File: src/logic/rea_pkg.sv
/*
 Constants for the reactive energy accumulator: register indices, field
 positions, reset values and timing. Assumes a 32-bit AXI4-Lite bus with
 registers at four times their index.
*/
package rea_pkg;
    // Register indices (byte address is four times the index)
    localparam logic [7:0] IDX_WAVE_SEL = 8'h0d;
    localparam logic [7:0] IDX_ACC_MODE = 8'h0f;
    localparam logic [7:0] IDX_IRQ_EN_HI = 8'hdb;
    localparam logic [7:0] IDX_IRQ_ST_HI = 8'hde;
    localparam logic [7:0] IDX_TOTAL = 8'h40;
    localparam logic [7:0] IDX_DIVIDER = 8'h41;
    localparam logic [7:0] IDX_READ_CLR = 8'h42;
    localparam logic [7:0] IDX_HALF_CYC = 8'h43;
    localparam logic [7:0] IDX_LINE_NRG = 8'h44;
    localparam logic [7:0] IDX_GAIN = 8'h45;
    localparam logic [7:0] IDX_NOLOAD = 8'h46;
    localparam logic [7:0] IDX_ENERGY_ST = 8'h47;
    localparam logic [7:0] IDX_ENERGY_EN = 8'h48;
    localparam logic [7:0] IDX_WAVE_DATA = 8'h49;
    // Field positions
    localparam int ACC_SIGN_FOLLOW = 0;
    localparam int ACC_ABSOLUTE = 1;
    localparam int IRQH_WAVE = 0;
    localparam int IRQH_CYCLE = 1;
    localparam int EST_HALF = 0;
    localparam int EST_OVER = 1;
    localparam int EST_UNDER = 2;
    localparam int WSEL_REACTIVE = 3;
    localparam int WSEL_RATE_LO = 4;
    // Widths
    localparam int ACC_W = 49;
    localparam int TOT_W = 24;
    localparam int SAMP_W = 24;
    localparam int LINE_W = 16;
    // Reset values
    localparam logic [7:0] ACC_MODE_RST = 8'h00;
    localparam logic [15:0] HALF_CYC_RST = 16'hffff;
    localparam logic [7:0] DIV_RST = 8'h00;
    // Timing: one accumulation every 5 master clocks
    localparam logic [2:0] ACC_DIV = 3'h5;
    localparam real CLK_MHZ = 200.0;
    localparam real WAVE_KSPS_FAST = 27.9;
    localparam int WAVE_BASE_CYC = int'(CLK_MHZ * 1000.0 / WAVE_KSPS_FAST);
    // No-load thresholds in sample LSBs, one per non-zero code
    localparam logic [23:0] NL_TH1 = 24'h000100;
    localparam logic [23:0] NL_TH2 = 24'h000080;
    localparam logic [23:0] NL_TH3 = 24'h000040;
    // Pulse output: energy step per pulse and pulse width
    localparam logic [47:0] PULSE_STEP = 48'h0000_0100_0000;
    localparam logic [7:0] PULSE_LEN = 8'h10;
endpackage : rea_pkg

File: src/logic/rea_accumulator.sv
/*
 Reactive energy accumulator with AXI4-Lite register slave, modes, divider,
 gain, no-load suppression, line-cycle accumulation, waveform samples and an
 active-low energy pulse. Assumes a signed reactive power sample, an active
 power sign and a zero-crossing pulse all on clk.
*/
// Our own choice: register access over AXI4-Lite.
`timescale 1ns/1ps
module rea_accumulator
    import rea_pkg::*;
(
    // Clock and reset
    input wire logic clk,
    input wire logic rst,
    // AXI4-Lite slave
    input wire logic [11:0] s_axi_awaddr,
    input wire logic s_axi_awvalid,
    output logic s_axi_awready,
    input wire logic [31:0] s_axi_wdata,
    input wire logic [3:0] s_axi_wstrb,
    input wire logic s_axi_wvalid,
    output logic s_axi_wready,
    output logic [1:0] s_axi_bresp,
    output logic s_axi_bvalid,
    input wire logic s_axi_bready,
    input wire logic [11:0] s_axi_araddr,
    input wire logic s_axi_arvalid,
    output logic s_axi_arready,
    output logic [31:0] s_axi_rdata,
    output logic [1:0] s_axi_rresp,
    output logic s_axi_rvalid,
    input wire logic s_axi_rready,
    // Power datapath
    input wire logic signed [rea_pkg::SAMP_W-1:0] reactive_power,
    input wire logic active_negative,
    input wire logic active_noload,
    input wire logic zero_cross,
    // Outputs
    output logic energy_pulse_out_n,
    output logic cycle_irq,
    output logic energy_irq
);
    import rea_pkg::*;

    logic [7:0] waveform_select_cfg, accumulation_mode_cfg, irq_enable_high;
    logic [7:0] irq_status_high, reactive_energy_divider, energy_irq_en, energy_status;
    logic [1:0] reactive_noload_level;
    logic [11:0] reactive_gain;
    logic [15:0] half_cycle_count, half_cnt;
    logic [ACC_W-1:0] acc;
    logic [ACC_W-1:0] line_acc;
    logic [TOT_W-1:0] line_reactive_energy;
    logic [2:0] tick_cnt;
    logic tick;
    logic line_armed;

    // Accumulation tick
    always_ff @(posedge clk)
    begin
        if (rst || tick_cnt == ACC_DIV - 3'h1)
            tick_cnt <= 3'h0;
        else
            tick_cnt <= tick_cnt + 3'h1;
    end
    assign tick = (tick_cnt == ACC_DIV - 3'h1);

    // Gain, mode, no-load and divider path
    logic signed [SAMP_W+12:0] gained_full;
    logic signed [SAMP_W-1:0] gained, moded, mag, divided;
    logic [SAMP_W-1:0] th;
    logic sign_f, abs_m, suppress;
    assign gained_full = (37'(reactive_power) <<< 12) + 37'(reactive_power) * 37'(signed'(reactive_gain));
    assign gained = SAMP_W'(gained_full >>> 12);
    assign abs_m = accumulation_mode_cfg[ACC_ABSOLUTE];
    assign sign_f = accumulation_mode_cfg[ACC_SIGN_FOLLOW] && !abs_m;
    assign mag = gained[SAMP_W-1] ? -gained : gained;
    always_comb
    begin
        if (abs_m)
            moded = mag;
        else if (sign_f && active_negative)
            moded = -gained;
        else
            moded = gained;
        unique case (reactive_noload_level)
            2'b00: th = '0;
            2'b01: th = NL_TH1;
            2'b10: th = NL_TH2;
            2'b11: th = NL_TH3;
        endcase
    end
    // Threshold no-load runs in every mode, the active_noload flag only in absolute mode
    assign suppress = (reactive_noload_level != 2'b00 && mag < th)
        || (abs_m && active_noload);
    // Divider value 0 behaves like 1
    assign divided = (reactive_energy_divider == 8'h00) ? moded
        : moded / signed'({16'h0000, reactive_energy_divider});

    logic [ACC_W-1:0] add_val, next_acc;
    assign add_val = suppress ? '0 : ACC_W'(divided);
    assign next_acc = acc + add_val;

    // Bus read-clear request
    logic rd_clear;
    logic [TOT_W-1:0] tot;
    assign tot = acc[ACC_W-1 -: TOT_W];

    always_ff @(posedge clk)
    begin
        if (rst)
            acc <= '0;
        else if (rd_clear)
            acc <= {{TOT_W{1'b0}}, tick ? next_acc[ACC_W-TOT_W-1:0]
                : acc[ACC_W-TOT_W-1:0]};
        else if (tick)
            acc <= next_acc;
    end

    // Energy events: wrap and half-full on the total
    logic [TOT_W-1:0] ntot;
    logic ev_half, ev_over, ev_under, est_clr_we;
    logic [7:0] est_clr;
    assign ntot = next_acc[ACC_W-1 -: TOT_W];
    assign ev_over = tick && !rd_clear && !tot[23] && ntot[23] && !add_val[ACC_W-1];
    assign ev_under = tick && !rd_clear && tot[23] && !ntot[23] && add_val[ACC_W-1];
    assign ev_half = tick && !rd_clear && (tot[23] == ntot[23]) && (tot[22] != ntot[22]);
    always_ff @(posedge clk)
    begin
        if (rst)
            energy_status <= 8'h00;
        else
            energy_status <= (energy_status & ~(est_clr_we ? est_clr : 8'h00))
                | {5'h00, ev_under, ev_over, ev_half};
    end
    assign energy_irq = |(energy_status & energy_irq_en);

    // Line-cycle accumulation
    logic hc_we, cyc_done;
    assign cyc_done = line_armed && zero_cross && (half_cnt + 16'h1 >= half_cycle_count);
    always_ff @(posedge clk)
    begin
        if (rst || hc_we)
        begin
            line_armed <= 1'b0;
            half_cnt <= 16'h0;
            line_acc <= '0;
            line_reactive_energy <= '0;
        end
        else
        begin
            if (zero_cross)
                line_armed <= 1'b1;
            if (cyc_done)
            begin
                half_cnt <= 16'h0;
                line_reactive_energy <= line_acc[ACC_W-1 -: TOT_W];
                line_acc <= tick ? add_val : '0;
            end
            else
            begin
                if (line_armed && zero_cross)
                    half_cnt <= half_cnt + 16'h1;
                if (line_armed && tick)
                    line_acc <= line_acc + add_val;
            end
        end
    end

    // Cycle-done flag: set wins over clear
    logic wave_stb;
    logic ist_clr_we;
    logic [7:0] ist_clr;
    always_ff @(posedge clk)
    begin
        if (rst)
            irq_status_high <= 8'h00;
        else
        begin
            irq_status_high <= irq_status_high & ~(ist_clr_we ? ist_clr : 8'h00);
            if (cyc_done)
                irq_status_high[IRQH_CYCLE] <= 1'b1;
            if (wave_stb && irq_enable_high[IRQH_WAVE])
                irq_status_high[IRQH_WAVE] <= 1'b1;
        end
    end
    assign cycle_irq = |(irq_status_high & irq_enable_high);

    // Waveform sampling
    logic [31:0] wave_cnt;
    logic [31:0] wave_lim;
    logic [SAMP_W-1:0] wave_data;
    assign wave_lim = 32'(WAVE_BASE_CYC) << waveform_select_cfg[WSEL_RATE_LO +: 2];
    assign wave_stb = (wave_cnt >= wave_lim - 32'h1);
    always_ff @(posedge clk)
    begin
        if (rst || wave_stb)
            wave_cnt <= 32'h0;
        else
            wave_cnt <= wave_cnt + 32'h1;
    end
    always_ff @(posedge clk)
    begin
        if (rst)
            wave_data <= '0;
        else if (wave_stb && waveform_select_cfg[WSEL_REACTIVE] && irq_enable_high[IRQH_WAVE])
            wave_data <= gained;
    end

    // Pulse output from the magnitude of gained power
    logic [47:0] pulse_acc;
    logic [7:0] pulse_cnt;
    always_ff @(posedge clk)
    begin
        if (rst)
        begin
            pulse_acc <= '0;
            pulse_cnt <= 8'h00;
        end
        else
        begin
            if (pulse_cnt != 8'h00)
                pulse_cnt <= pulse_cnt - 8'h01;
            if (tick && !suppress)
            begin
                if (48'(mag) + pulse_acc >= PULSE_STEP)
                begin
                    pulse_acc <= 48'(mag) + pulse_acc - PULSE_STEP;
                    pulse_cnt <= PULSE_LEN;
                end
                else
                    pulse_acc <= 48'(mag) + pulse_acc;
            end
        end
    end
    assign energy_pulse_out_n = (pulse_cnt == 8'h00);

    // AXI4-Lite write
    logic aw_hold, w_hold;
    logic [7:0] aw_idx;
    logic [31:0] wd;
    logic do_wr;
    logic wr_ok;
    assign s_axi_awready = !aw_hold && !s_axi_bvalid;
    assign s_axi_wready = !w_hold && !s_axi_bvalid;
    assign do_wr = aw_hold && w_hold && !s_axi_bvalid;
    always_ff @(posedge clk)
    begin
        if (rst)
        begin
            aw_hold <= 1'b0;
            w_hold <= 1'b0;
            aw_idx <= 8'h00;
            wd <= 32'h0;
            s_axi_bvalid <= 1'b0;
            s_axi_bresp <= 2'b00;
        end
        else
        begin
            if (s_axi_awvalid && s_axi_awready)
            begin
                aw_hold <= 1'b1;
                aw_idx <= s_axi_awaddr[9:2];
            end
            if (s_axi_wvalid && s_axi_wready)
            begin
                w_hold <= 1'b1;
                wd <= s_axi_wdata & {{8{s_axi_wstrb[3]}}, {8{s_axi_wstrb[2]}},
                    {8{s_axi_wstrb[1]}}, {8{s_axi_wstrb[0]}}};
            end
            if (do_wr)
            begin
                aw_hold <= 1'b0;
                w_hold <= 1'b0;
                s_axi_bvalid <= 1'b1;
                s_axi_bresp <= wr_ok ? 2'b00 : 2'b10;
            end
            else if (s_axi_bvalid && s_axi_bready)
                s_axi_bvalid <= 1'b0;
        end
    end
    always_comb
    begin
        unique case (aw_idx)
            IDX_WAVE_SEL, IDX_ACC_MODE, IDX_IRQ_EN_HI, IDX_IRQ_ST_HI, IDX_DIVIDER,
            IDX_HALF_CYC, IDX_GAIN, IDX_NOLOAD, IDX_ENERGY_ST, IDX_ENERGY_EN: wr_ok = 1'b1;
            default: wr_ok = 1'b0;
        endcase
    end
    assign hc_we = do_wr && aw_idx == IDX_HALF_CYC;
    assign ist_clr_we = do_wr && aw_idx == IDX_IRQ_ST_HI;
    assign ist_clr = wd[7:0];
    assign est_clr_we = do_wr && aw_idx == IDX_ENERGY_ST;
    assign est_clr = wd[7:0];
    always_ff @(posedge clk)
    begin
        if (rst)
        begin
            waveform_select_cfg <= 8'h00;
            accumulation_mode_cfg <= ACC_MODE_RST;
            irq_enable_high <= 8'h00;
            reactive_energy_divider <= DIV_RST;
            half_cycle_count <= HALF_CYC_RST;
            reactive_gain <= 12'h000;
            reactive_noload_level <= 2'b00;
            energy_irq_en <= 8'h00;
        end
        else if (do_wr)
        begin
            unique case (aw_idx)
                IDX_WAVE_SEL: waveform_select_cfg <= wd[7:0];
                IDX_ACC_MODE: accumulation_mode_cfg <= wd[7:0];
                IDX_IRQ_EN_HI: irq_enable_high <= wd[7:0];
                IDX_DIVIDER: reactive_energy_divider <= wd[7:0];
                IDX_HALF_CYC: half_cycle_count <= wd[15:0];
                IDX_GAIN: reactive_gain <= wd[11:0];
                IDX_NOLOAD: reactive_noload_level <= wd[1:0];
                IDX_ENERGY_EN: energy_irq_en <= wd[7:0];
                default: ;
            endcase
        end
    end

    // AXI4-Lite read
    logic [31:0] rmux;
    logic rok;
    always_comb
    begin
        rmux = 32'h0;
        rok = 1'b1;
        unique case (s_axi_araddr[9:2])
            IDX_WAVE_SEL: rmux = {24'h0, waveform_select_cfg};
            IDX_ACC_MODE: rmux = {24'h0, accumulation_mode_cfg};
            IDX_IRQ_EN_HI: rmux = {24'h0, irq_enable_high};
            IDX_IRQ_ST_HI: rmux = {24'h0, irq_status_high};
            IDX_TOTAL, IDX_READ_CLR: rmux = {8'h0, tot};
            IDX_DIVIDER: rmux = {24'h0, reactive_energy_divider};
            IDX_HALF_CYC: rmux = {16'h0, half_cycle_count};
            IDX_LINE_NRG: rmux = {8'h0, line_reactive_energy};
            IDX_GAIN: rmux = {20'h0, reactive_gain};
            IDX_NOLOAD: rmux = {30'h0, reactive_noload_level};
            IDX_ENERGY_ST: rmux = {24'h0, energy_status};
            IDX_ENERGY_EN: rmux = {24'h0, energy_irq_en};
            IDX_WAVE_DATA: rmux = {8'h0, wave_data};
            default: rok = 1'b0;
        endcase
    end
    assign s_axi_arready = !s_axi_rvalid;
    assign rd_clear = s_axi_arvalid && s_axi_arready
        && s_axi_araddr[9:2] == IDX_READ_CLR;
    always_ff @(posedge clk)
    begin
        if (rst)
        begin
            s_axi_rvalid <= 1'b0;
            s_axi_rdata <= 32'h0;
            s_axi_rresp <= 2'b00;
        end
        else if (s_axi_arvalid && s_axi_arready)
        begin
            s_axi_rvalid <= 1'b1;
            s_axi_rdata <= rmux;
            s_axi_rresp <= rok ? 2'b00 : 2'b10;
        end
        else if (s_axi_rready)
            s_axi_rvalid <= 1'b0;
    end

    // Checks
    chk_tick_period: assert property (@(posedge clk) disable iff (rst)
        tick |=> !tick [*4] ##1 tick) else $error("tick spacing wrong");
    chk_rc_clears: assert property (@(posedge clk) disable iff (rst)
        rd_clear |=> acc[ACC_W-1 -: TOT_W] == '0) else $error("read-clear missed");
    chk_rc_returns: assert property (@(posedge clk) disable iff (rst)
        rd_clear |=> s_axi_rdata[23:0] == $past(tot)) else $error("read-clear data");
    chk_cycle_flag: assert property (@(posedge clk) disable iff (rst)
        cyc_done |=> irq_status_high[IRQH_CYCLE]) else $error("cycle flag lost");
    chk_cycle_irq: assert property (@(posedge clk) disable iff (rst)
        irq_status_high[IRQH_CYCLE] && irq_enable_high[IRQH_CYCLE] |-> cycle_irq)
        else $error("cycle irq not raised");
    chk_new_count: assert property (@(posedge clk) disable iff (rst)
        hc_we |=> line_reactive_energy == '0 && !line_armed)
        else $error("line energy not cleared");
    chk_suppress: assert property (@(posedge clk) disable iff (rst)
        tick && suppress && !rd_clear |=> acc == $past(acc)) else $error("no-load leak");
    chk_abs_mode: assert property (@(posedge clk) disable iff (rst)
        abs_m && !suppress |-> !add_val[ACC_W-1] || divided == '0)
        else $error("absolute mode negative");
    chk_div_one: assert property (@(posedge clk) disable iff (rst)
        reactive_energy_divider == 8'h00 |-> divided == moded) else $error("div zero");
    chk_pulse_len: assert property (@(posedge clk) disable iff (rst)
        $fell(energy_pulse_out_n) |-> !energy_pulse_out_n [*8]) else $error("pulse short");
endmodule : rea_accumulator

File: config.mk
export PLATFORM = sky130hd
export DESIGN_NAME = rea_accumulator
export DESIGN_NICKNAME = d
export VERILOG_FILES = /design/src/logic/rea_pkg.sv /design/src/logic/rea_accumulator.sv
export SDC_FILE = /design/constraint.sdc
export NUM_CORES = 2
export LEC_CHECK = 0
export ABC_AREA = 1
export BUFFER_PORTS_ARGS = -buffer_cell sky130_fd_sc_hd__buf_2
export CELL_PAD_IN_SITES_DETAIL_PLACEMENT = 1
export CELL_PAD_IN_SITES_GLOBAL_PLACEMENT = 2
export CORE_ASPECT_RATIO = 0.8
export CORE_MARGIN = 1
export CORE_UTILIZATION = 37
export DETAILED_ROUTE_END_ITERATION = 12
export PLACE_DENSITY = 0.88
export SYNTH_ARGS = -nofsm -noshare
export SYNTH_HDL_FRONTEND = slang
export SYNTH_SLANG_ARGS = --single-unit
File: constraint.sdc
create_clock -name clk -period 85.3 [get_ports clk]
set_clock_uncertainty 0.15 [all_clocks]
set_input_delay 8.53 -clock clk [delete_from_list [all_inputs] [get_ports clk]]
set_output_delay 8.53 -clock clk [all_outputs]
set_load 0.1 [all_outputs]
---- Word level (Yosys, flattened, before mapping) ----
Cells that the tools add are included.
word-level totals
  flip-flop bits (word level) ............. 404
  output and inout bits ................... 44
cells by class
  shift operators ......................... 1
  multiplexer cells ....................... 29
  $add $sub $neg .......................... 11
  bitwise operators ....................... 8
  equal/unequal tests ..................... 30
  reductions and logical operators ........ 70
  div/mod/pow operators ................... 1
  $mul .................................... 1
  magnitude comparators ................... 4
operators with widths
  cell                                                                     number
  24-bit case mux with 13 select lines                                     1
  49-bit two-way mux                                                       4
  8-bit by 7-bit equality test with 1-bit output, second input constant    16
  49-bit adder                                                             2
  24-bit two-way mux                                                       4
  24-bit case mux with 4 select lines                                      1
  25-bit two-way mux                                                       3
  48-bit adder                                                             1
  48-bit by 25-bit >= comparator with 1-bit output, second input constant  1
  48-bit two-way mux                                                       1
  48-bit by 25-bit subtractor with 48-bit output, second input constant    1
  8-bit two-way mux                                                        5
  36-bit adder                                                             1
  24-bit by 12-bit multiplier with 36-bit output                           1
  32-bit by 1-bit adder with 32-bit output, second input constant          1
  8-bit bitwise AND                                                        4
  8-bit by 4-bit equality test with 1-bit output, second input constant    4
  8-bit equality test, second input constant                               4
  32-bit >= comparator                                                     1
  1-bit logical AND                                                        32
  13-bit by 2-bit << shifter with 32-bit output, first input constant      1
  32-bit by 1-bit subtractor with 32-bit output, second input constant     1
  24-bit by 9-bit divider with 24-bit output                               1
  24-bit less-than comparator                                              1
  26 further kinds                                                         63

---- Logic depth before layout (Yosys ltp) ----
  depth in word-level cells ............... 13
  gate-level depth with buffers ........... 452
  gate-level depth less buffers ........... 429

---- Worst setup path before layout ----
No wires, ideal clock.
  path kind ............................... input port to flip-flop
  start point ............................. input port reactive_power[23] (netlist name)
  end point ............................... register energy_status[0]
  path slack .............................. 15.871 ns
  buffers on the path ..................... 23
  arrival ................................. 69.147 ns
  stages .................................. 429
  setup time .............................. 0.132 ns
  cells stage by stage .................... clkbuf_1 nand2_1 inv_1 fa_1 fa_1 fa_1 fa_1 inv_1 fa_1 inv_1 ha_1 a21oi_1 nor2_1 nor2_1 o21ai_0 a21oi_1 nand2_1 nand2_1 (+393 left out) o21bai_1 a21oi_1 o21bai_1 a21oi_1 nor2_1 nor2_1 o21ai_0 nand2_1 o211ai_1 nand4_1 nand2_1 a221o_1 xor2_1 inv_1 o21ai_0 a21oi_1 nand3_1 a21oi_1
on the way
  word-level cells in the longest chain between the ends .. 13
RTL lines
  item                                                                                    RTL line                                      RTL
  start: declaration                                                                      rea_accumulator.sv:34                         input wire logic signed [rea_pkg::SAMP_W-1:0] reactive_power,
  24-bit by 12-bit multiplier with 36-bit output                                          rea_accumulator.sv:72                         assign gained_full = (37'(reactive_power) <<< 12) + 37'(reactive_power) * 37'(signed'(reactive_gain));
  36-bit adder (*)                                                                        rea_accumulator.sv:72
  24-bit negator                                                                          rea_accumulator.sv:76, rea_accumulator.sv:82
  24-bit two-way mux, on equally long branches                                            rea_accumulator.sv:81, rea_accumulator.sv:76
  24-bit two-way mux / 24-bit less-than comparator (equally long branches)                rea_accumulator.sv:79, rea_accumulator.sv:93
  24-bit by 9-bit divider with 24-bit output / 1-bit logical AND (equally long branches)  rea_accumulator.sv:97, rea_accumulator.sv:93
  24-bit two-way mux / 1-bit logical OR (equally long branches)                           rea_accumulator.sv:96, rea_accumulator.sv:94
  49-bit two-way mux (*)                                                                  rea_accumulator.sv:100                        assign add_val = suppress ? '0 : ACC_W'(divided);
  49-bit adder (*)                                                                        rea_accumulator.sv:101                        assign next_acc = acc + add_val;
  1-bit equality test                                                                     rea_accumulator.sv:126                        assign ev_half = tick && !rd_clear && (tot[23] == ntot[23]) && (tot[22] != ntot[22]);
  1-bit logical AND                                                                       rea_accumulator.sv:126
  1-bit logical AND (*)                                                                   rea_accumulator.sv:126
  8-bit by 3-bit bitwise OR with 8-bit output (*)                                         rea_accumulator.sv:133                        | {5'h00, ev_under, ev_over, ev_half};
  end signal: assignment                                                                  rea_accumulator.sv:132                        energy_status <= (energy_status & ~(est_clr_we ? est_clr : 8'h00))
  end: declaration                                                                        rea_accumulator.sv:46                         logic [7:0] irq_status_high, reactive_energy_divider, energy_irq_en, energy_status;
Mark *: on every way between the ends. The rest lies on a longest branch, timed or not.
A chain may end at the register's enable or synchronous reset.

---- Worst setup path after layout ----
  start point ............................. input port reactive_power[11] (netlist name)
  end point ............................... register energy_status[0]
Same word-level chain as after synthesis.

==> summary.md <==
| Metric | Value |
|---|---|
| Status | `finished, final reports clean` |
| RePlAce Congestion | `0.895` |
| Max_cap viols | `0` |
| Class of the tightest hold or removal check | `flip-flop to flip-flop` |
| Multi-input combinational cell area | `0.0366 mm^2` |
| Vias in the first global route | `50800` |
| Hold_sp | `wave_cnt[0]$_SDFF_PP0_` |
| Clock Latency Late Sink | `0.67 ns` |
| CP Capture Type | `flip-flop` |
| Rows | `120` |
| Commonest cells post-synth | `nand2_1 (1528), inv_1 (1206), nor2_1 (562)` |
| DRC viols | `0` |
| Largest net degree at the start of global routing | `88` |
| Top-count cell post-synth | `nand2_1` |
| Fin worst setup slack | `6.93 ns` |
| Top FF cell, synth | `dfxtp_1` |
| Initial antenna violation count | `10` |
| Tcrit/Tclk final | `91.9%` |
| Worst-margin pin slew | `1.17 ns` |
| Hold Path Stages | `1` |
| Area growth syn-to-layout | `7.88%` |
| Via/cell ratio | `5.30` |
| Startpoint types | `input pin` |
| Syn Std Cell Area | `0.0505 mm^2` |
| FF+latch area | `0.00789 mm^2` |
| CTS Buf Count | `49` |
| First-pass GRT wire length | `282000 um` |
| CTS Hold Bufs | `0` |
| Synth area leader | `dfxtp_1` |
| Ports | `138` |
| Most used cell, CP | `nand2_1` |
| Setup Viol. Count Final | `0` |
| All-Layer GR Usage | `25.3%` |
| Initial drt markers | `2711` |
| WS Path Type | `input pin to flip-flop` |
| Die area | `0.138 mm^2` |
| Synthesized flop and latch total | `394` |
| Slew Viols, Final | `0` |
| Total Nets Final | `8257` |
| Routed Antenna Nets | `0` |
| FF-to-FF End | `energy_status[0]$_SDFF_PP0_` |
| Worst-path clk slew | `0.07 ns` |
| Reg2Reg Depth | `411` |
| Port bufs | `101` |
| Final Hold Viols | `0` |
| Max_slew headroom | `21.6%` |
| Share of the yosys chip area belonging to registers | `15.6%` |
| WHS Endpoint | `wave_cnt[0]$_SDFF_PP0_` |
| Grt ovf | `0` |
| Mapped Avg Cell Area | `6.77 um^2` |
| CP max-delay cell | `fa_1` |
| Min Tclk post-route | `78.37 ns` |
| CP Data Required Time | `85.65 ns` |
| Arr. time, crit path | `78.72 ns` |
| First-pass DRT Iterations | `5` |
| Routed Wire Length | `177000 um` |
| Fillers | `17400` |
| Vias | `49200` |
| Flop-to-flop setup slack | `14.23 ns` |
| Largest stage delay, worst path | `0.57 ns` |
| Syn Inst Count | `7464` |
| Maximum clock rate | `12.8 MHz` |
| Clock root buffer | `clkbuf_16` |
| Pre-CTS WS | `2.67 ns` |
| Layout cells sized above 1 | `11.5%` |
| Die W | `415 um` |
| TritonCTS Sinks | `394` |
| Starting density of the core | `37.5%` |
| CTS H-Tree Depth | `2` |
| Area contributors post-synth | `dfxtp_1 (16%), nand2_1 (11%), fa_1 (11%), ha_1 (10%), inv_1 (9.0%)` |
| EDFF count, synth | `0` |
| Total core area | `0.135 mm^2` |
| Drt wl/cell | `19.0 um` |
| Yosys top cell area share | `15.6%` |
| Reg-to-reg startpoint | `reactive_gain[6]$_SDFFE_PP0P_` |
| Synth warn | `0` |
| Die Span Y | `333 um` |
| CTS Buffer Depth | `3` |
| Max FO, Critical Path | `25` |
| CTS tree | `done` |
| HPWL after DPL | `141000 um` |
| Netlist cell types | `86` |
| Async set-reset flop share out of synthesis | `0%` |
timing repair:
action,in CTS,in global routing
buffers inserted,0,21
endpoints found under the setup margin,0,68
resized for setup,0,29
endpoints found under the hold margin,0,0
cells by family after synthesis:
| family | count (synthesis) | synth area share [%] |
|---|---|---|
| other | 2 | 0.0149 |
| DFF | 394 | 15.6 |
| and+or+nand+nor | 3138 | 29.5 |
| xor gates and xnor gates | 280 | 4.85 |
| adders and majority gates | 691 | 21.3 |
| AOI/OAI and AO/OA | 1435 | 16.5 |
| buffers and inverters | 1522 | 12.2 |
| muxes | 2 | 0.0396 |
area by class of cell:
cell class                      count  share of cell area, %
Inverter                         1293                   9.01
Clock inverter                     26                  0.720
Sequential cell                   394                   14.5
Multi-Input combinational cell   5558                   67.2
Clock buffer                       66                   2.53
Timing Repair Buffer              176                   1.99
Antenna cell                        4                 0.0184
Tap cell                         1769                   4.06
cell usage in the layout, fill, tap and decap left out, types with 48 or more instances in the layout:
cell type	count
a21oi_1	536
buf_2	100
buf_4	75
clkbuf_16	49
dfxtp_1	391
fa_1	282
ha_1	408
inv_1	1203
inv_2	56
nand2_1	1526
nand2_2	143
nand3_1	365
nand3_2	81
nand4_1	92
nor2_1	552
nor2_2	60
nor3_1	64
o21ai_0	520
o21bai_1	48
or2_2	55
xnor2_1	86
xor2_1	194
stage by stage:
step,instance area [um^2],cells,utilization [%],TNS (ns),hold WS (ns)
floorplan,50600,7474,-,0,0.267
global placement,52500,9169,39.0,0,0.279
detailed placement,52500,9169,39.0,0,0.292
CTS,54200,9261,40.3,0,0.305
global route,54500,9282,40.5,-0.0944,0.334
finish,54500,9286,40.5,0,0.305
flip-flops by register name, summed over array words and instances, names as in the netlist, 12 cells and up:
signal and flops:
wave_cnt 32, line_reactive_energy 24, half_cycle_count 16, s_axi_rdata 24, pulse_acc 48, line_acc 49, wd 16, wave_data 24
reactive_gain 12, acc 49, half_cnt 16
worst max-delay path, delay by kind of cell:
kind | cells | cell delay [ns]
AOI/OAI and AO/OA | 149 | 28.15
adders and majority gates | 33 | 11.49
buffers and inverters | 77 | 9.44
xor gates and xnor gates | 1 | 0.22
and+or+nand+nor | 152 | 20.69
layer usage:
metal	GRT usage (%)	up-vias	part of all wire (%)
met5	0	-	0
met4	5.85	0	2.3
met3	2.50	193	4.6
met2	42.5	885	46
met1	34.7	24100	47
li1	-	24000	-
how the worst max path moves through the flow:
stage | startpoint | end | slack (ns) | depth (start not counted)
after floorplan | reactive_power[23] | energy_status[0]$_SDFF_PP0_ | 15.87 | 429
after global placement | reactive_power[23] | acc[48]$_SDFFE_PP0N_ | 4.98 | 394
after detailed placement | reactive_power[23] | energy_status[0]$_SDFF_PP0_ | 2.67 | 408
after CTS | reactive_power[23] | energy_status[0]$_SDFF_PP0_ | 3.19 | 408
after global routing | reactive_power[11] | energy_status[0]$_SDFF_PP0_ | -0.07 | 419
final | reactive_power[11] | energy_status[0]$_SDFF_PP0_ | 6.93 | 412
Power is not shown: default switching activity piles up to over one toggle a cycle in this logic, so the estimate is an artifact.
